===== config.mk =====
export PLATFORM = sky130hd
export DESIGN_NAME = jtag_nvm_programming_port
export DESIGN_NICKNAME = d
export VERILOG_FILES = /design/src/jtag_prog_pkg.sv /design/src/tap_link_if.sv /design/src/jtag_nvm_programming_port.sv /design/src/tap_controller.sv
export SDC_FILE = /design/constraint.sdc
export NUM_CORES = 1
export LEC_CHECK = 0
export BUFFER_PORTS_ARGS = -buffer_cell sky130_fd_sc_hd__buf_2
export CAP_MARGIN = 20
export CORE_ASPECT_RATIO = 0.8
export CORE_MARGIN = 2
export CORE_UTILIZATION = 47
export CTS_BUF_LIST = sky130_fd_sc_hd__clkbuf_16
export CTS_CLUSTER_DIAMETER = 100
export DETAILED_ROUTE_END_ITERATION = 16
export GPL_TIMING_DRIVEN = 0
export PLACE_DENSITY_LB_ADDON = 0.05
export SYNTH_ARGS = -nofsm -noshare
export SYNTH_HDL_FRONTEND = slang
export SYNTH_SLANG_ARGS = --single-unit
export TNS_END_PERCENT = 5

===== constraint.sdc =====
create_clock -name clk -period 3 [get_ports clk]
set_clock_uncertainty 0.15 [all_clocks]
set_input_delay 0.6 -clock clk [delete_from_list [all_inputs] [get_ports clk]]
set_output_delay 0.6 -clock clk [all_outputs]
set_load 0.01 [all_outputs]

===== src/jtag_prog_pkg.sv =====
package jtag_prog_pkg;

  localparam int IR_W  = 4;
  localparam int CMD_W = 15;
  localparam int OPC_W = 7;
  localparam int ARG_W = 8;
  localparam int KEY_W = 16;
  localparam int BYTE_W = 8;
  localparam int WORD_ADDR_W = 16;
  localparam int PAGE_IDX_W = 7;
  localparam int SIG_COUNT = 3;
  localparam int SIG_SEL_W = 2;

  // Instruction codes of the test access port (values of this design)
  localparam logic [IR_W-1:0] IR_CORE_HOLD_RESET = 4'hc;
  localparam logic [IR_W-1:0] IR_UNLOCK          = 4'h4;
  localparam logic [IR_W-1:0] IR_COMMAND_ENTRY   = 4'h5;
  localparam logic [IR_W-1:0] IR_PAGE_WRITE      = 4'h6;
  localparam logic [IR_W-1:0] IR_PAGE_READ       = 4'h7;
  localparam logic [IR_W-1:0] IR_BYPASS          = 4'hf;
  localparam logic [IR_W-1:0] IR_CAPTURE_VALUE   = 4'h1;

  localparam logic [KEY_W-1:0] UNLOCK_KEY = 16'ha370;

  // Command opcodes
  localparam logic [OPC_W-1:0] OPC_MODE_SELECT = 7'h23;
  localparam logic [OPC_W-1:0] OPC_ADDR_LOW    = 7'h03;
  localparam logic [OPC_W-1:0] OPC_ADDR_HIGH   = 7'h07;
  localparam logic [OPC_W-1:0] OPC_ADDR_EXT    = 7'h0b;

  // Read opcodes, matched on the upper six bits so both halves of a pair select
  localparam logic [OPC_W-2:0] RD_EXT_FUSE  = 6'h1d;
  localparam logic [OPC_W-2:0] RD_HIGH_FUSE = 6'h1f;
  localparam logic [OPC_W-2:0] RD_LOW_BYTE  = 6'h19;
  localparam logic [OPC_W-2:0] RD_HIGH_BYTE = 6'h1b;

  // Operand of the mode-select command
  localparam logic [ARG_W-1:0] ARG_NONE      = 8'h00;
  localparam logic [ARG_W-1:0] ARG_FLASH_RD  = 8'h02;
  localparam logic [ARG_W-1:0] ARG_FUSE_RD   = 8'h04;
  localparam logic [ARG_W-1:0] ARG_SIG_RD    = 8'h08;
  localparam logic [ARG_W-1:0] ARG_FLASH_WR  = 8'h10;

  localparam int FLASH_ADDRESS_TOP_BIT = 15;

  // Longest TCK span from an update to the byte reaching the page buffer
  localparam int WRITE_TCK_BUDGET = 11;

  typedef enum logic [4:0] {
    MODE_NONE     = 5'h01,
    MODE_FLASH_RD = 5'h02,
    MODE_FUSE_RD  = 5'h04,
    MODE_SIG_RD   = 5'h08,
    MODE_FLASH_WR = 5'h10
  } mode_t;

  typedef enum logic [2:0] {
    WSEQ_IDLE  = 3'h1,
    WSEQ_STEP  = 3'h2,
    WSEQ_WRITE = 3'h4
  } wseq_t;

  typedef enum logic [15:0] {
    TAP_RESET      = 16'h0001,
    TAP_IDLE       = 16'h0002,
    TAP_SEL_DR     = 16'h0004,
    TAP_CAPTURE_DR = 16'h0008,
    TAP_SHIFT_DR   = 16'h0010,
    TAP_EXIT1_DR   = 16'h0020,
    TAP_PAUSE_DR   = 16'h0040,
    TAP_EXIT2_DR   = 16'h0080,
    TAP_UPDATE_DR  = 16'h0100,
    TAP_SEL_IR     = 16'h0200,
    TAP_CAPTURE_IR = 16'h0400,
    TAP_SHIFT_IR   = 16'h0800,
    TAP_EXIT1_IR   = 16'h1000,
    TAP_PAUSE_IR   = 16'h2000,
    TAP_EXIT2_IR   = 16'h4000,
    TAP_UPDATE_IR  = 16'h8000
  } tap_state_t;

endpackage


===== src/tap_link_if.sv =====
`timescale 1ns/1ps
`default_nettype none
interface tap_link_if;
  import jtag_prog_pkg::*;
  logic       tckRise;
  logic       tms;
  tap_state_t state;
  modport ctrl (input tckRise, input tms, output state);
  modport user (output tckRise, output tms, input state);
endinterface
`default_nettype wire


===== src/jtag_nvm_programming_port.sv =====
// Behaviour
// - Low fuse read pair ends 0110011
// - Combined read: ext, high, low fuse, lock
// - Command 0100011_00001000 selects signature reading
// - Opcode 0000011 latches signature address
// - Signature byte returned in second command
// - Calibration read entered like signature read
// - Calibration byte returned by 0110111
// - No-operation pair clears the selected mode; page load and read still run
// - Repeated leading command may be omitted
// - Read bits: zero programmed, one unprogrammed
// - Address bits above implemented top ignored
// - Byte register: shift chain plus holding
// - Update copies byte, writes within 11 TCK
// - Page load alternates low then high
// - Pre-increment before low byte except first
// - Capture loads flash byte, low first
// - Post-increment after every high byte read
// - Byte sequencer runs on test clock
// - Reset hold then exact 16-bit key unlocks
// - Zero key and reset release exit
`timescale 1ns/1ps
`default_nettype none
module jtag_nvm_programming_port
  import jtag_prog_pkg::*;
(
  input  wire logic                   clk,
  input  wire logic                   rst_n,
  input  wire logic                   tck,
  input  wire logic                   tms,
  input  wire logic                   tdi,
  output logic                        tdo,
  output logic                        tdoEnable,
  output logic                        coreHoldReset,
  output logic                        progEnabled,
  input  wire logic [BYTE_W-1:0]      fuseExt,
  input  wire logic [BYTE_W-1:0]      fuseHigh,
  input  wire logic [BYTE_W-1:0]      fuseLow,
  input  wire logic [BYTE_W-1:0]      lockBits,
  input  wire logic [SIG_COUNT*BYTE_W-1:0] signatureBytes,
  input  wire logic [BYTE_W-1:0]      calibrationByte,
  output logic [WORD_ADDR_W-1:0]      flashWordAddr,
  input  wire logic [2*BYTE_W-1:0]    flashReadData,
  output logic                        pageBufWrite,
  output logic                        pageBufHighByte,
  output logic [PAGE_IDX_W-1:0]       pageBufWordIdx,
  output logic [BYTE_W-1:0]           pageBufData
);
  tap_link_if link ();
  logic [2:0]              tckSync;
  logic [1:0]              tmsSync;
  logic [1:0]              tdiSync;
  logic                    tckRise;
  logic                    tckFall;
  logic [IR_W-1:0]         irShift;
  logic [IR_W-1:0]         irReg;
  logic [CMD_W-1:0]        cmdShift;
  logic [KEY_W-1:0]        keyShift;
  logic                    bitShift;
  logic [BYTE_W-1:0]       byteShift;
  logic [BYTE_W-1:0]       byteHold;
  logic [OPC_W-1:0]        opcodeReg;
  mode_t                   modeReg;
  logic [SIG_SEL_W-1:0]    sigAddrReg;
  logic [WORD_ADDR_W-1:0]  addrReg;
  logic                    highSelReg;
  logic                    firstByteReg;
  wseq_t                   wseqReg;
  logic                    wseqHigh;
  logic [BYTE_W-1:0]       respByte;
  logic                    tdoBit;
  logic                    atCaptureDr;
  logic                    atShiftDr;
  logic                    atUpdateDr;
  logic                    atCaptureIr;
  logic                    atShiftIr;
  logic                    atUpdateIr;
  logic                    cmdUpdate;

  // Pins from the programmer are asynchronous to clk
  always_ff @(posedge clk) begin
    if (!rst_n) begin
      tckSync <= 3'h0;
      tmsSync <= 2'h0;
      tdiSync <= 2'h0;
    end else begin
      tckSync <= {tckSync[1:0], tck};
      tmsSync <= {tmsSync[0], tms};
      tdiSync <= {tdiSync[0], tdi};
    end
  end
  // Edges are found between the second and third stage only
  assign tckRise = tckSync[1] & ~tckSync[2];
  assign tckFall = ~tckSync[1] & tckSync[2];
  assign link.tckRise = tckRise;
  assign link.tms     = tmsSync[1];
  tap_controller tapCtrl (
    .clk   (clk),
    .rst_n (rst_n),
    .link  (link)
  );
  // All TAP actions below except the TDO update on tckFall qualify on tckRise, so every sequencer is TCK-paced
  assign atCaptureDr = tckRise && (link.state == TAP_CAPTURE_DR);
  assign atShiftDr   = tckRise && (link.state == TAP_SHIFT_DR);
  assign atUpdateDr  = tckRise && (link.state == TAP_UPDATE_DR);
  assign atCaptureIr = tckRise && (link.state == TAP_CAPTURE_IR);
  assign atShiftIr   = tckRise && (link.state == TAP_SHIFT_IR);
  assign atUpdateIr  = tckRise && (link.state == TAP_UPDATE_IR);
  assign cmdUpdate   = atUpdateDr && (irReg == IR_COMMAND_ENTRY) && progEnabled;
  always_ff @(posedge clk) begin
    if (!rst_n) begin
      irShift <= IR_BYPASS;
      irReg   <= IR_BYPASS;
    end else if (tckRise && link.state == TAP_RESET) begin
      irReg <= IR_BYPASS;
    end else if (atCaptureIr) begin
      irShift <= IR_CAPTURE_VALUE;
    end else if (atShiftIr) begin
      irShift <= {tdiSync[1], irShift[IR_W-1:1]};
    end else if (atUpdateIr) begin
      irReg <= irShift;
    end
  end
  // Reset hold and unlock key registers
  always_ff @(posedge clk) begin
    if (!rst_n) begin
      bitShift      <= 1'b0;
      keyShift      <= '0;
      coreHoldReset <= 1'b0;
      progEnabled   <= 1'b0;
    end else if (atCaptureDr) begin
      bitShift <= coreHoldReset;
      keyShift <= {{(KEY_W-1){1'b0}}, progEnabled};
    end else if (atShiftDr) begin
      bitShift <= tdiSync[1];
      keyShift <= {tdiSync[1], keyShift[KEY_W-1:1]};
    end else if (atUpdateDr && irReg == IR_CORE_HOLD_RESET) begin
      coreHoldReset <= bitShift;
    end else if (atUpdateDr && irReg == IR_UNLOCK) begin
      // Any other key, the all-zero key included, locks again
      progEnabled <= coreHoldReset && (keyShift == UNLOCK_KEY);
    end
  end
  // Response byte of the command register, chosen by the last command taken
  always_comb begin
    respByte = '0;
    case (modeReg)
      MODE_FUSE_RD: begin
        // Fuse and lock values pass unaltered: zero is programmed
        case (opcodeReg[OPC_W-1:1])
          RD_EXT_FUSE:  respByte = fuseExt;
          RD_HIGH_FUSE: respByte = fuseHigh;
          RD_LOW_BYTE:  respByte = fuseLow;
          RD_HIGH_BYTE: respByte = lockBits;
          default:      respByte = '0;
        endcase
      end
      MODE_SIG_RD: begin
        case (opcodeReg[OPC_W-1:1])
          RD_LOW_BYTE: begin
            if (sigAddrReg < SIG_SEL_W'(SIG_COUNT)) begin
              respByte = signatureBytes[sigAddrReg*BYTE_W +: BYTE_W];
            end
          end
          RD_HIGH_BYTE: respByte = calibrationByte;
          default:      respByte = '0;
        endcase
      end
      MODE_FLASH_RD: begin
        case (opcodeReg[OPC_W-1:1])
          RD_LOW_BYTE:  respByte = flashReadData[BYTE_W-1:0];
          RD_HIGH_BYTE: respByte = flashReadData[2*BYTE_W-1:BYTE_W];
          default:      respByte = '0;
        endcase
      end
      default: respByte = '0;
    endcase
  end
  // Command register: response captured into the same 15 bits that shift in
  always_ff @(posedge clk) begin
    if (!rst_n) begin
      cmdShift <= '0;
    end else if (atCaptureDr && irReg == IR_COMMAND_ENTRY) begin
      cmdShift <= {opcodeReg, respByte};
    end else if (atShiftDr && irReg == IR_COMMAND_ENTRY) begin
      cmdShift <= {tdiSync[1], cmdShift[CMD_W-1:1]};
    end
  end
  // Opcode persists between commands, so a repeated leading command is harmless
  always_ff @(posedge clk) begin
    if (!rst_n) begin
      opcodeReg  <= '0;
      modeReg    <= MODE_NONE;
      sigAddrReg <= '0;
    end else if (!progEnabled) begin
      modeReg <= MODE_NONE;
    end else if (cmdUpdate) begin
      opcodeReg <= cmdShift[CMD_W-1:ARG_W];
      if (cmdShift[CMD_W-1:ARG_W] == OPC_MODE_SELECT) begin
        case (cmdShift[ARG_W-1:0])
          ARG_SIG_RD:   modeReg <= MODE_SIG_RD;
          ARG_FUSE_RD:  modeReg <= MODE_FUSE_RD;
          ARG_FLASH_RD: modeReg <= MODE_FLASH_RD;
          ARG_FLASH_WR: modeReg <= MODE_FLASH_WR;
          default:      modeReg <= MODE_NONE;
        endcase
      end else if (cmdShift[CMD_W-1:ARG_W] == OPC_ADDR_LOW) begin
        sigAddrReg <= cmdShift[SIG_SEL_W-1:0];
      end
    end
  end
  // Word address: loaded by commands, stepped by the page streams
  always_ff @(posedge clk) begin
    if (!rst_n) begin
      addrReg <= '0;
    end else if (cmdUpdate) begin
      case (cmdShift[CMD_W-1:ARG_W])
        OPC_ADDR_LOW:  addrReg[ARG_W-1:0] <= cmdShift[ARG_W-1:0];
        // Bits past the top implemented bit are dropped
        OPC_ADDR_HIGH: addrReg[FLASH_ADDRESS_TOP_BIT:ARG_W] <=
                         cmdShift[FLASH_ADDRESS_TOP_BIT-ARG_W:0];
        default:       addrReg <= addrReg;
      endcase
    end else if (wseqReg == WSEQ_STEP && tckRise && !wseqHigh && !firstByteReg) begin
      addrReg <= addrReg + WORD_ADDR_W'(1);
    end else if (atCaptureDr && irReg == IR_PAGE_READ && highSelReg) begin
      addrReg <= addrReg + WORD_ADDR_W'(1);
    end
  end
  // Byte register: 8-bit chain plus 8-bit holding stage
  always_ff @(posedge clk) begin
    if (!rst_n) begin
      byteShift <= '0;
      byteHold  <= '0;
    end else if (atCaptureDr && irReg == IR_PAGE_READ) begin
      byteShift <= highSelReg ? flashReadData[2*BYTE_W-1:BYTE_W]
                              : flashReadData[BYTE_W-1:0];
    end else if (atShiftDr) begin
      byteShift <= {tdiSync[1], byteShift[BYTE_W-1:1]};
    end else if (atUpdateDr && irReg == IR_PAGE_WRITE && progEnabled) begin
      byteHold <= byteShift;
    end
  end
  // Low/high alternation restarts whenever a new instruction is loaded
  always_ff @(posedge clk) begin
    if (!rst_n) begin
      highSelReg   <= 1'b0;
      firstByteReg <= 1'b1;
    end else if (atUpdateIr) begin
      highSelReg   <= 1'b0;
      firstByteReg <= 1'b1;
    end else if (atUpdateDr && irReg == IR_PAGE_WRITE && progEnabled) begin
      highSelReg <= ~highSelReg;
    end else if (atCaptureDr && irReg == IR_PAGE_READ) begin
      highSelReg <= ~highSelReg;
    end else if (wseqReg == WSEQ_WRITE && tckRise) begin
      firstByteReg <= 1'b0;
    end
  end
  // Write sequencer: two TCK edges from update to buffer strobe, well inside
  // WRITE_TCK_BUDGET; a programmer shifting short bytes must idle in between
  always_ff @(posedge clk) begin
    if (!rst_n) begin
      wseqReg         <= WSEQ_IDLE;
      wseqHigh        <= 1'b0;
      pageBufWrite    <= 1'b0;
      pageBufHighByte <= 1'b0;
      pageBufWordIdx  <= '0;
      pageBufData     <= '0;
    end else begin
      pageBufWrite <= 1'b0;
      case (wseqReg)
        WSEQ_IDLE: begin
          if (atUpdateDr && irReg == IR_PAGE_WRITE && progEnabled) begin
            wseqReg  <= WSEQ_STEP;
            wseqHigh <= highSelReg;
          end
        end
        WSEQ_STEP: begin
          if (tckRise) begin
            wseqReg <= WSEQ_WRITE;
          end
        end
        WSEQ_WRITE: begin
          if (tckRise) begin
            pageBufWrite    <= 1'b1;
            pageBufHighByte <= wseqHigh;
            pageBufWordIdx  <= addrReg[PAGE_IDX_W-1:0];
            pageBufData     <= byteHold;
            wseqReg         <= WSEQ_IDLE;
          end
        end
        default: wseqReg <= WSEQ_IDLE;
      endcase
    end
  end

  always_ff @(posedge clk) begin
    if (!rst_n) begin
      flashWordAddr <= '0;
    end else begin
      flashWordAddr <= addrReg;
    end
  end

  // Output bit of the selected chain
  always_comb begin
    tdoBit = 1'b0;
    if (link.state == TAP_SHIFT_IR) begin
      tdoBit = irShift[0];
    end else begin
      case (irReg)
        IR_COMMAND_ENTRY: tdoBit = cmdShift[0];
        IR_UNLOCK:        tdoBit = keyShift[0];
        IR_PAGE_WRITE, IR_PAGE_READ: tdoBit = byteShift[0];
        default:          tdoBit = bitShift;
      endcase
    end
  end

  // Output changes on the falling TCK edge, as the programmer samples on rising
  always_ff @(posedge clk) begin
    if (!rst_n) begin
      tdo       <= 1'b0;
      tdoEnable <= 1'b0;
    end else if (tckFall) begin
      tdo       <= tdoBit;
      tdoEnable <= (link.state == TAP_SHIFT_DR) || (link.state == TAP_SHIFT_IR);
    end
  end

endmodule
`default_nettype wire


===== src/tap_controller.sv =====
`timescale 1ns/1ps
`default_nettype none
module tap_controller
  import jtag_prog_pkg::*;
(
  input  wire logic clk,
  input  wire logic rst_n,
  tap_link_if.ctrl  link
);

  tap_state_t stateReg;
  tap_state_t stateNext;

  assign link.state = stateReg;

  always_comb begin
    case (stateReg)
      TAP_RESET:      stateNext = link.tms ? TAP_RESET : TAP_IDLE;
      TAP_IDLE:       stateNext = link.tms ? TAP_SEL_DR : TAP_IDLE;
      TAP_SEL_DR:     stateNext = link.tms ? TAP_SEL_IR : TAP_CAPTURE_DR;
      TAP_CAPTURE_DR: stateNext = link.tms ? TAP_EXIT1_DR : TAP_SHIFT_DR;
      TAP_SHIFT_DR:   stateNext = link.tms ? TAP_EXIT1_DR : TAP_SHIFT_DR;
      TAP_EXIT1_DR:   stateNext = link.tms ? TAP_UPDATE_DR : TAP_PAUSE_DR;
      TAP_PAUSE_DR:   stateNext = link.tms ? TAP_EXIT2_DR : TAP_PAUSE_DR;
      TAP_EXIT2_DR:   stateNext = link.tms ? TAP_UPDATE_DR : TAP_SHIFT_DR;
      TAP_UPDATE_DR:  stateNext = link.tms ? TAP_SEL_DR : TAP_IDLE;
      TAP_SEL_IR:     stateNext = link.tms ? TAP_RESET : TAP_CAPTURE_IR;
      TAP_CAPTURE_IR: stateNext = link.tms ? TAP_EXIT1_IR : TAP_SHIFT_IR;
      TAP_SHIFT_IR:   stateNext = link.tms ? TAP_EXIT1_IR : TAP_SHIFT_IR;
      TAP_EXIT1_IR:   stateNext = link.tms ? TAP_UPDATE_IR : TAP_PAUSE_IR;
      TAP_PAUSE_IR:   stateNext = link.tms ? TAP_EXIT2_IR : TAP_PAUSE_IR;
      TAP_EXIT2_IR:   stateNext = link.tms ? TAP_UPDATE_IR : TAP_SHIFT_IR;
      TAP_UPDATE_IR:  stateNext = link.tms ? TAP_SEL_DR : TAP_IDLE;
      default:        stateNext = TAP_RESET;
    endcase
  end

  // Advances only on a sampled TCK rising edge
  always_ff @(posedge clk) begin
    if (!rst_n) begin
      stateReg <= TAP_RESET;
    end else if (link.tckRise) begin
      stateReg <= stateNext;
    end
  end

endmodule
`default_nettype wire


=== After elaboration in Yosys (flattened, before gate mapping) ===
Index checks and enable logic that the tools add are counted.

* Input port bits: 85
* Word-level logic and storage cells: 190
* Flip-flop bits (word level): 152
* Output and inout port bits: 37

* Shift operators: 1
* Order comparisons: 1
* Eq/ne operators: 44
* Reductions and logical operators: 54
* Bitwise logic cells: 15
* Muxes and demuxes: 44
* $add $sub $neg: 1

{| class="wikitable"
|+ Operator list
! operator !! number
|-
| one-hot mux 16 bit (12 select lines) || 1
|-
| 2-to-1 mux 16 bit || 5
|-
| 2-to-1 mux 8 bit || 7
|-
| 2-to-1 mux 15 bit || 3
|-
| == test 16 bit, second input constant || 2
|-
| one-hot mux 8 bit (2 select lines) || 2
|-
| one-hot mux 8 bit (4 select lines) || 1
|-
| == test 6 x 5 -> 1 bit, second input constant || 4
|-
| one-hot mux 8 bit (3 select lines) || 1
|-
| indexed part select 24 x 6 -> 8 bit || 1
|-
| logical AND 1 bit || 22
|-
| one-hot mux 5 bit (4 select lines) || 1
|-
| 2-to-1 mux 9 bit || 2
|-
| AND reduction 2 bit || 9
|-
| adder 16 x 1 -> 16 bit, second input constant || 1
|-
| == test 16 x 1 -> 1 bit, second input constant || 1
|-
| == test 16 x 10 -> 1 bit, second input constant || 1
|-
| == test 16 x 11 -> 1 bit, second input constant || 1
|-
| == test 16 x 12 -> 1 bit, second input constant || 1
|-
| == test 16 x 13 -> 1 bit, second input constant || 1
|-
| == test 16 x 14 -> 1 bit, second input constant || 1
|-
| == test 16 x 15 -> 1 bit, second input constant || 1
|-
| == test 16 x 2 -> 1 bit, second input constant || 1
|-
| == test 16 x 3 -> 1 bit, second input constant || 1
|-
| other kinds (44) || 89
|}

=== Longest topological paths before layout ===
Gate-level depths: netlist (run 1).

* Depth after elaboration: 8
* Depth in mapped cells: 9
* Mapped depth without buffers: 7

=== Modules after synthesis ===
From an unflattened synthesis (run 1), not the netlist that was laid out.

* Cells, all modules: 934
* Area, all modules: 7832.5 µm²

{| class="wikitable"
|+ By module, submodules not included
! module !! seq. area each (µm²) !! area each (µm²) !! cells an instance !! instances
|-
| jtag_nvm_programming_port || 2722.6 || 6792.8 || 805 || 1
|-
| tap_controller || 320.3 || 1039.7 || 129 || 1
|}

=== Worst setup path before layout (run 1) ===
No wires, ideal clock.

* Path kind: register -> register
* From: register tapCtrl.stateReg[4], in the netlist tapCtrl.link.state[4]
* To: register addrReg[15]
* Slack: 365 ps
* Path buffers: 3
* Cell stages (with the launch flop): 10
* Required time: 2783 ps
* Data arrival time: 2418 ps
* Setup time: 67 ps
* Period minus slack after synthesis: 2635 ps
* Cell sequence: dfxtp_1 > buf_2 > nor4_4 > nand2_2 > or3_4 > or4_1 > buf_2 > buf_6 > a22o_1 > a21oi_2

* Cells in the longest elaborated chain, start to end: 6
* Elaborated cells between the ends (all ways): 12
* Classes of those cells: eq/ne: 3; mux: 1; reduce/logical: 8

{| class="wikitable"
|+ RTL lines
! element !! RTL line !! source
|-
| start: declaration || tap_controller.sv:11 || <nowiki>tap_state_t stateReg;</nowiki>
|-
| start signal: assignment || tap_controller.sv:43 || <nowiki>stateReg <= stateNext;</nowiki>
|-
| == test 16 x 9 -> 1 bit or == test 16 x 4 -> 1 bit (tied branches) || jtag_nvm_programming_port.sv:105, jtag_nvm_programming_port.sv:103 ||
|-
| logical AND 1 bit, on equally long branches || jtag_nvm_programming_port.sv:105, jtag_nvm_programming_port.sv:103 ||
|-
| logical AND 1 bit, on equally long branches (2 in a row) || jtag_nvm_programming_port.sv:109, jtag_nvm_programming_port.sv:226 ||
|-
| != test 2 x 1 -> 1 bit (no line) or nonzero test 3 bit (tied branches) || -- ||
|-
| AND reduction 2 bit (no line) || -- ||
|-
| end signal: indexed assignment || jtag_nvm_programming_port.sv:218 || <nowiki>OPC_ADDR_LOW: addrReg[ARG_W-1:0] <= cmdShift[ARG_W-1:0];</nowiki>
|-
| end signal: indexed assignment || jtag_nvm_programming_port.sv:220 || <nowiki>OPC_ADDR_HIGH: addrReg[FLASH_ADDRESS_TOP_BIT:ARG_W] <=</nowiki>
|-
| end signal: assignment || jtag_nvm_programming_port.sv:222 || <nowiki>default: addrReg <= addrReg;</nowiki>
|-
| end: declaration || jtag_nvm_programming_port.sv:65 || <nowiki>logic [WORD_ADDR_W-1:0] addrReg;</nowiki>
|}

Parallel ways exist; a longest one is shown, timed or not.
A chain may end at the register's enable or synchronous reset.

=== Worst setup path after layout (run 1) ===
* From: register tapCtrl.stateReg[6], in the netlist tapCtrl.link.state[6]
* To: register addrReg[4]

The elaborated chain is that of the path after synthesis.

==> results.cfg, run 1 <==
[detailed_routing]
drt_iter0_drc = 605
vias = 7041
wl_per_cell_um = 17.3
ant_nets = 0
firstDrtPassIters = 5
viasPerCell = 5.61
drt_wl_total_um = 21700
remaining_drc_errors = 0

[die]
chipWidth_um = 144
start_util_pct = 47.5
rows = 41
core-area_um2 = 15600
dieArea_um2 = 16800
io_pins = 122
chipHeight_um = 116

[cells_and_area]
fin_area_um2 = 8980
final_nets = 1114
area_growth_pct = 21.1
final_cells = 1256
drive_gt1_share_pct = 21.0
n_fill_cell = 1517
postLayoutCoreUtil_pct = 57.6
antenna_cells = 0

[worst_setup_path]
cp-start-kind = flip-flop
r2r_slack_ns = -0.05
endpoint_kind = flip-flop
worstPathRequired_ns = 3.18
worst-path-buf-inv = 2
reg2reg_depth = 8
worstReg2RegEnd = addrReg[4]
crit_start = tapCtrl.link.state[6]
critical_path.endpoint = addrReg[4]
crit_cells = 8
crit_path_top_delay_cell = or4_1
worstPathMaxFanout = 10
crit_family = simple AND/OR/NAND/NOR gates
cpPeakStageDelay_ns = 0.59
crit_path_cell_trace = clkbuf_1 > nor4_4 > nand2_2 > or3_4 > or4_1 > buf_2 > o211a_1 > o21a_1
worstSetupPathType = reg -> reg
crit_arrival_ns = 3.23
worstReg2RegStart = tapCtrl.link.state[6]

[run_status]
status = finished with violations
violations = setup timing

[synth]
synthCells = 889
ys_types = 70
synth_flop_cell = dfxtp_1
syn_nets = 975
synth.avg_cell_area_um2 = 8.34
async_flop_share_pct = 0
ys_warn_count = 0
syn_area_um2 = 7410
synth_edf_count = 0
yosysSeqAreaShare_pct = 41.0
ys_ff_latch = 152

[clock_network]
cts.sink_count = 152
max-clock-path-buffers = 2
cts_tree = built
htreeDepth = 4
numCtsBuffers = 17
path_clk_slew_ns = 0.06
insertion_delay_ns = 0.44
cts_root_buffer = clkbuf_16
ctsHoldBuffers = 0
postCtsSetupBuffers = 0

[global_routing]
antenna_found_initial = 0
grt_usage_pct = 26.2
grt_max_degree = 17
grt_pass1_wl_um = 33800
grt-ovfl-total = 0
grt_pass1_vias = 6279

[placed_design]
dp.cells = 1224
globalplace.congestion = 0.893
io_buffers = 120
postPlaceCellArea_um2 = 8280
dpl.hpwl_um = 16000

[power_and_ir_drop]
p_per_area_nw_per_um2 = 500
p_leak_uw = 0.00325
irDropWorstVdd_v = 0.000392

[sta]
hold_ws_ns = 0.230
fin_crit_sh_pct = 102
rsz0062_at_grt = true
setup-violations-final = 3
fmaxAchievable_mhz = 327
max_slew_margin_pct = 41.4
worst_pin_slew_ns = 0.877
hold_viol = 0
fin_ws_ns = -0.0546
tns_ns = -0.129
drv_slew = 0
period_needed_ns = 3.05

[flow_run]
maxCapViolations = 0

[hold_path]
hold_path_class = in -> reg
## power by group
part / internal (µW) / switching, µW
sequential: 2020 / 5.39
clock: 1390 / 895
combinational: 74.7 / 102
total: 3490 / 1000
## area by class of cell
cell class	instances	area (µm²)	share of cell area, %
clock buffers	17	425	4.74
repair buffers	120	601	6.69
multi-input cells	662	4130	46.0
flip-flops and latches	152	3040	33.9
clock inverters	15	201	2.24
well taps	215	269	3.00
inverters	11	41.3	0.460
plain buffers	64	265	2.95
## worst min-delay path by stage
stage | start | end | slack [ns] | cells after the start
2_1_floorplan | tckSync[0] | tckSync[1] | 0.26 | 1
3_3_place_gp | tmsSync[0] | tmsSync[1] | 0.28 | 1
3_5_place_dp | tdiSync[0] | tdiSync[1] | 0.27 | 1
4_1_cts | tck | tckSync[0] | 0.22 | 2
5_1_grt | tck | tckSync[0] | 0.24 | 2
6_report | tck | tckSync[0] | 0.23 | 2
## flip-flops by register name (all words and copies together), names as in the netlist, 2 cells and up
name,flops
addrReg,16
byteHold,8
byteShift,8
cmdShift,15
flashWordAddr,16
irReg,4
irShift,4
keyShift,16
modeReg,5
opcodeReg,7
pageBufData,8
pageBufWordIdx,7
sigAddrReg,2
tapCtrl.link.state,16
tckSync,3
tdiSync,2
tmsSync,2
wseqReg,3
## synth_stat cells, types with 3 or more instances
master    instances  area share [%]
nand3b_1          7            0.71
and3_2            3            0.30
and3_1            4            0.34
nand4_1          12             1.0
a21oi_1          92             6.2
nand2b_1          6            0.51
o21a_1            6            0.61
a211oi_1          6            0.61
nor4b_1           5            0.59
xor2_1            3            0.35
a22o_1            4            0.47
clkbuf_1         50             2.5
or4_1             8            0.81
nand3_1          30             2.0
buf_2             8            0.54
or2_2             7            0.59
dfxtp_1         152              41
or3_1            10            0.84
mux4_2            8             2.4
a22oi_1          16             1.6
buf_1             5            0.25
nand2_1         161             8.2
nor2_1           66             3.3
o211ai_1          9            0.91
nor2b_1          10            0.84
a31oi_1           4            0.34
mux2_2           10             1.5
nor4_1           13             1.1
o22a_1            6            0.71
o211a_1           7            0.95
o221ai_1          7            0.83
nand4b_1          8            0.95
nor3_1            8            0.54
o21ai_0          20             1.4
inv_1            10            0.51
mux2i_1          37             5.0
xnor2_1           6            0.71
nor4_4            4             1.1
and2_1           22             1.9
## stage by stage
step	setup slack [ns]	power, µW
6_report	-0.0546	4490
5_1_grt	-0.190	4610
4_1_cts	-0.161	4510
3_5_place_dp	-0.662	2250
3_3_place_gp	-0.671	2250
2_1_floorplan	0.365	2150
## cell families after synthesis
| logic type | count (synthesis) | synth area share, % |
|---|---|---|
| adders and majority gates | 1 | 0.169 |
| and+or+nand+nor | 399 | 27.7 |
| buffers and inverters | 75 | 4.03 |
| muxes | 55 | 8.94 |
| xor gates and xnor gates | 9 | 1.06 |
| DFF | 152 | 41.0 |
| AOI/OAI and AO/OA | 198 | 17.1 |
## cell usage in the layout (no fill, tap or decap), types with 6 or more instances in the layout
cell / netlist / final
a22oi_1: 16 / 16
buf_2: 8 / 128
mux2i_1: 37 / 37
a211oi_1: 6 / 6
clkbuf_16: 0 / 17
clkbuf_1: 50 / 43
nand3_1: 30 / 29
nor2b_1: 10 / 10
o211a_1: 7 / 7
or2_2: 7 / 7
and2_1: 22 / 22
nand2b_1: 6 / 6
or3_1: 10 / 10
nand2_1: 161 / 159
xnor2_1: 6 / 6
mux2_2: 10 / 10
nand4_1: 12 / 12
o21ai_0: 20 / 20
mux4_2: 8 / 8
nor2_1: 66 / 65
a21oi_1: 92 / 91
o22a_1: 6 / 6
o221ai_1: 7 / 7
buf_1: 5 / 6
inv_1: 10 / 10
o211ai_1: 9 / 9
nand4b_1: 8 / 8
or4_1: 8 / 7
dfxtp_1: 152 / 152
nor4_1: 13 / 11
clkbuf_2: 0 / 6
nor3_1: 8 / 8
o21a_1: 6 / 6
nand3b_1: 7 / 7
## layer usage
layer	global-route usage, %	vias up	wire (µm)
li1	-	3462	-
met1	39.1	3290	10800
met2	38.7	268	9120
met3	6.03	21	1460
met4	5.89	0	264
met5	0	-	0
## worst reg2reg max path, cell delays in order (launching register included)
cell and delay, ns:
dfxtp_1 0.29, clkbuf_1 0.22, nor4_4 0.46, nand2_2 0.21
or3_4 0.47, or4_1 0.59, buf_2 0.25, o211a_1 0.13
o21a_1 0.18
## what timing repair did
item | CTS | global route
gates cloned | 0 | 0
setup endpoints to repair | 31 | 66
pin swaps | 0 | 1
resized for setup | 6 | 17
(Power assumes the default switching activity.)
==> run 2, diff against run 1 <==
CORE_MARGIN = 5   (was 2)
==> results.cfg, run 2 (synthesized netlist as in run 1, its figures left out) <==
[run_status]
status = complete, no violations

[power_and_ir_drop]
p_leak_uw = 0.00326
total_power_uw = 4310
p_per_area_nw_per_um2 = 481
irDropWorstVdd_v = 0.000445

[cells_and_area]
drive_gt1_share_pct = 21.2
multi_input_area_um2 = 4130
register_area_um2 = 3040
n_fill_cell = 1483
area_growth_pct = 20.9
final_cells = 1260
layout_common_cells = nand2_1, dfxtp_1, buf_2
postLayoutCoreUtil_pct = 57.3
final_nets = 1118
final_common_cell = nand2_1
antenna_cells = 0

[hold_path]
hold_path_class = in -> reg
min_path_cells = 2
worstHoldStart = tms

[sta]
setup-violations-final = 0
hold_viol = 0
drv_slew = 0
period_needed_ns = 2.93
fin_crit_sh_pct = 97.6
rsz0062_at_grt = true
max_slew_margin_pct = 32.0
fmaxAchievable_mhz = 342
worst_pin_slew_ns = 1.01

[global_routing]
grt_pass1_vias = 6492
grt-ovfl-total = 0
antenna_found_initial = 0
grt_max_degree = 17
grt_usage_pct = 24.1
grt_pass1_wl_um = 34600

[die]
io_pins = 122
core-area_um2 = 15600
start_util_pct = 47.4
dieArea_um2 = 18400
rows = 41
chipHeight_um = 122
chipWidth_um = 150

[detailed_routing]
firstDrtPassIters = 5
drt_iter0_drc = 592
drt_wl_total_um = 22200
ant_nets = 0
viasPerCell = 5.67
vias = 7146
wl_per_cell_um = 17.6
remaining_drc_errors = 0

[placed_design]
io_buffers = 120
dp.cells = 1224
dpl.hpwl_um = 16400
globalplace.congestion = 0.875

[worst_setup_path]
worst-path-buf-inv = 3
crit_start = tapCtrl.link.state[6]
worstPathRequired_ns = 3.20
cp-start-kind = flip-flop
crit_cells = 9
crit_arrival_ns = 3.13
reg2reg_depth = 9
worstSetupPathType = reg -> reg
crit_path_cell_trace = clkbuf_2 > nor4_4 > nand2_2 > or3_4 > or4_1 > buf_2 > buf_6 > a22o_1 > a21oi_2
worstPathMaxFanout = 10
crit_path_top_delay_cell = or4_1
worstReg2RegStart = tapCtrl.link.state[6]
crit_family = simple AND/OR/NAND/NOR gates
endpoint_kind = flip-flop
cpPeakStageDelay_ns = 0.48

[clock_network]
ctsHoldBuffers = 0
cts_root_buffer = clkbuf_16
insertion_delay_ns = 0.43
numCtsBuffers = 17
max-clock-path-buffers = 2
cts.sink_count = 152
cts_tree = built
path_clk_slew_ns = 0.07
htreeDepth = 4

[flow_run]
maxCapViolations = 0
[run 2: worst register-to-register path: cells and delay by family (launching register included)]
kind / cells / cell delay, ns
simple gates: 4 / 1.53
flops: 1 / 0.30
compound gates: 2 / 0.36
buf+inv: 3 / 0.51
[run 2: layout make-up]
class,count,area share [%]
Multi-Input combinational cell,662,46.0
Buffer,62,2.88
Timing Repair Buffer,126,7.20
Clock buffer,17,4.75
Clock inverter,15,1.72
Tap cell,215,3.00
Sequential cell,152,33.9
Inverter,11,0.461
[run 2: final timing paths]
kind | to | slack, ns
setup / recovery | addrReg[15] | 0.07
setup reg to reg | addrReg[15] | 0.07
hold reg to reg | tmsSync[1] | 0.29
hold / removal | tmsSync[0] | 0.26
[run 2: where the power goes]
group | internal (µW) | switching (µW) | total (µW)
sequential | 2020 | 5.32 | 2030
clock | 1220 | 876 | 2100
combinational | 76.2 | 104 | 180
[run 2: routing by layer]
layer	GRT usage (%)	share of wire, %	vias up
li1	-	-	3478
met1	35.1	48	3313
met2	34.0	41	308
met3	5.76	7.8	47
met4	10.5	2.9	0
met5	0	0	-
[run 2: repair_timing]
action / CTS / global route
pin swaps: 1 / 6
buffers inserted: 0 / 6
resized for setup: 9 / 11
setup endpoints to repair: 40 / 71
[run 2: stage by stage]
step / TNS, ns / cell area [µm²] / hold WS (ns) / setup WS [ns]
global placement: -8.93 / 8280 / 0.263 / -0.606
global route: -0.0447 / 8960 / 0.266 / -0.0376
finish: 0 / 8960 / 0.258 / 0.0732
detailed placement: -7.93 / 8280 / 0.271 / -0.582
floorplan: 0 / 7410 / 0.262 / 0.365
CTS: -0.952 / 8900 / 0.248 / -0.124
==> run 3, diff against run 2 <==
CORE_ASPECT_RATIO = 2   (was 0.8)
clock period = 3.3 ns   (was 3 ns; I/O delays follow)
==> results.cfg, run 3 (synthesized netlist as in run 1, its figures left out) <==
[placed_design]
io_buffers = 120
dp.cells = 1211
globalplace.congestion = 0.935
dpl_worst_slack_ns = -0.106
dpl.hpwl_um = 16600

[detailed_routing]
firstDrtPassIters = 5
ant_nets = 0
remaining_drc_errors = 0
wl_per_cell_um = 17.9
vias = 7127
drt_wl_total_um = 22200
viasPerCell = 5.74
drt_iter0_drc = 474

[sta]
setup-violations-final = 0
rsz0062_at_grt = true
tns_ns = 0
drv_slew = 0
max_slew_margin_pct = 40.7
worst_pin_slew_ns = 0.882
fin_crit_sh_pct = 94.2
fin_ws_ns = 0.191
period_needed_ns = 3.11
fmaxAchievable_mhz = 322
hold_viol = 0

[clock_network]
postCtsSetupBuffers = 0
insertion_delay_ns = 0.43
cts_resized = 1
path_clk_slew_ns = 0.06
max-clock-path-buffers = 2
cts.sink_count = 152
numCtsBuffers = 17
htreeDepth = 4
ctsHoldBuffers = 0
cts_root_buffer = clkbuf_16
cts_tree = built

[die]
dieArea_um2 = 18500
core-area_um2 = 15600
io_pins = 122
chipHeight_um = 188
chipWidth_um = 98.8
rows = 65
start_util_pct = 47.5

[cells_and_area]
drive_gt1_share_pct = 19.5
layout_common_cells = nand2_1, dfxtp_1, buf_2
n_fill_cell = 1482
final_nets = 1115
final_cells = 1242
multi_input_area_um2 = 4090
final_common_cell = nand2_1
antenna_cells = 0
area_growth_pct = 20.0
register_area_um2 = 3040

[worst_setup_path]
worst-path-buf-inv = 3
worstSetupPathType = reg -> reg
path_common_cell = buf_2
crit_path_top_delay_cell = nor4_4
worstPathRequired_ns = 3.47
cp-start-kind = flip-flop
crit_path_cell_trace = clkbuf_1 > nor4_4 > nand4_1 > or2_2 > buf_2 > nand2_1 > buf_2 > a22oi_1 > o21a_1
endpoint_kind = flip-flop
crit_arrival_ns = 3.28
crit_family = simple AND/OR/NAND/NOR gates
cpPeakStageDelay_ns = 0.45
worstPathMaxFanout = 10

[global_routing]
grt_max_degree = 17
grt_pass1_vias = 6996
grt-ovfl-total = 0
antenna_found_initial = 0
grt_pass1_wl_um = 36100
grt_usage_pct = 24.2

[run_status]
status = complete, no violations

[power_and_ir_drop]
total_power_uw = 4040
p_per_area_nw_per_um2 = 454
irDropWorstVdd_v = 0.000406
p_leak_uw = 0.00324

[hold_path]
hold_path_class = reg -> reg

[flow_run]
maxCapViolations = 0
run 3: cell types whose count changed in the layout (fill, tap and decap cells not counted), moves of 2 or more:
cell,change
clkinv_4,-2
clkbuf_2,-6
nand2_2,-2
nand2_1,+2
bufinv_16,+2
clkinvlp_4,-2
buf_4,-6
clkinv_2,+2
clkbuf_1,+8
run 3: worst paths after layout:
check                   startpoint     endpoint  slack [ns]  depth (start not counted)
max          tapCtrl.link.state[3]  addrReg[13]        0.19                          9
min                     tdiSync[0]   tdiSync[1]        0.29                          1
max reg2reg  tapCtrl.link.state[3]  addrReg[13]        0.19                          9
min reg2reg             tdiSync[0]   tdiSync[1]        0.29                          1
run 3: worst register-to-register path, cell delays in order, from the launching register on:
cell and delay (ns):
dfxtp_1 0.29, clkbuf_1 0.21, nor4_4 0.45, nand4_1 0.37
or2_2 0.38, buf_2 0.20, nand2_1 0.34, buf_2 0.31
a22oi_1 0.13, o21a_1 0.17
run 3: through the flow:
stage	hold WS, ns	instance area, µm²	util [%]
floorplan	0.262	7410	-
global placement	0.269	8270	52.9
detailed placement	0.279	8270	53.0
CTS	0.288	8890	56.9
global route	0.304	8900	57.0
finish	0.288	8900	57.0
run 3: per-layer routing:
| metal | part of all wire [%] | GRT usage [%] |
|---|---|---|
| met1 | 41 | 29.7 |
| met2 | 48 | 39.9 |
| met3 | 6.7 | 4.91 |
| met4 | 4.4 | 11.9 |
| met5 | 0 | 0 |
run 3: final cells by class:
cell class                 count  share of cell area (%)
inverter                      11                   0.464
sequential                   152                    34.2
timing repair buffer         121                    6.81
buffer                        64                    2.90
tap                          201                    2.83
multi-input combinational    662                    46.0
clock inverter                14                    2.05
clock buffer                  17                    4.78
run 3: power breakdown:
part | total, µW | internal (µW) | leakage (µW) | switching (µW)
Sequential | 1840 | 1840 | 0.00123 | 4.63
Combinational | 161 | 67.5 | 0.00172 | 93.3
Clock | 2030 | 1250 | 0.000295 | 779
Total | 4040 | 3160 | 0.00324 | 877
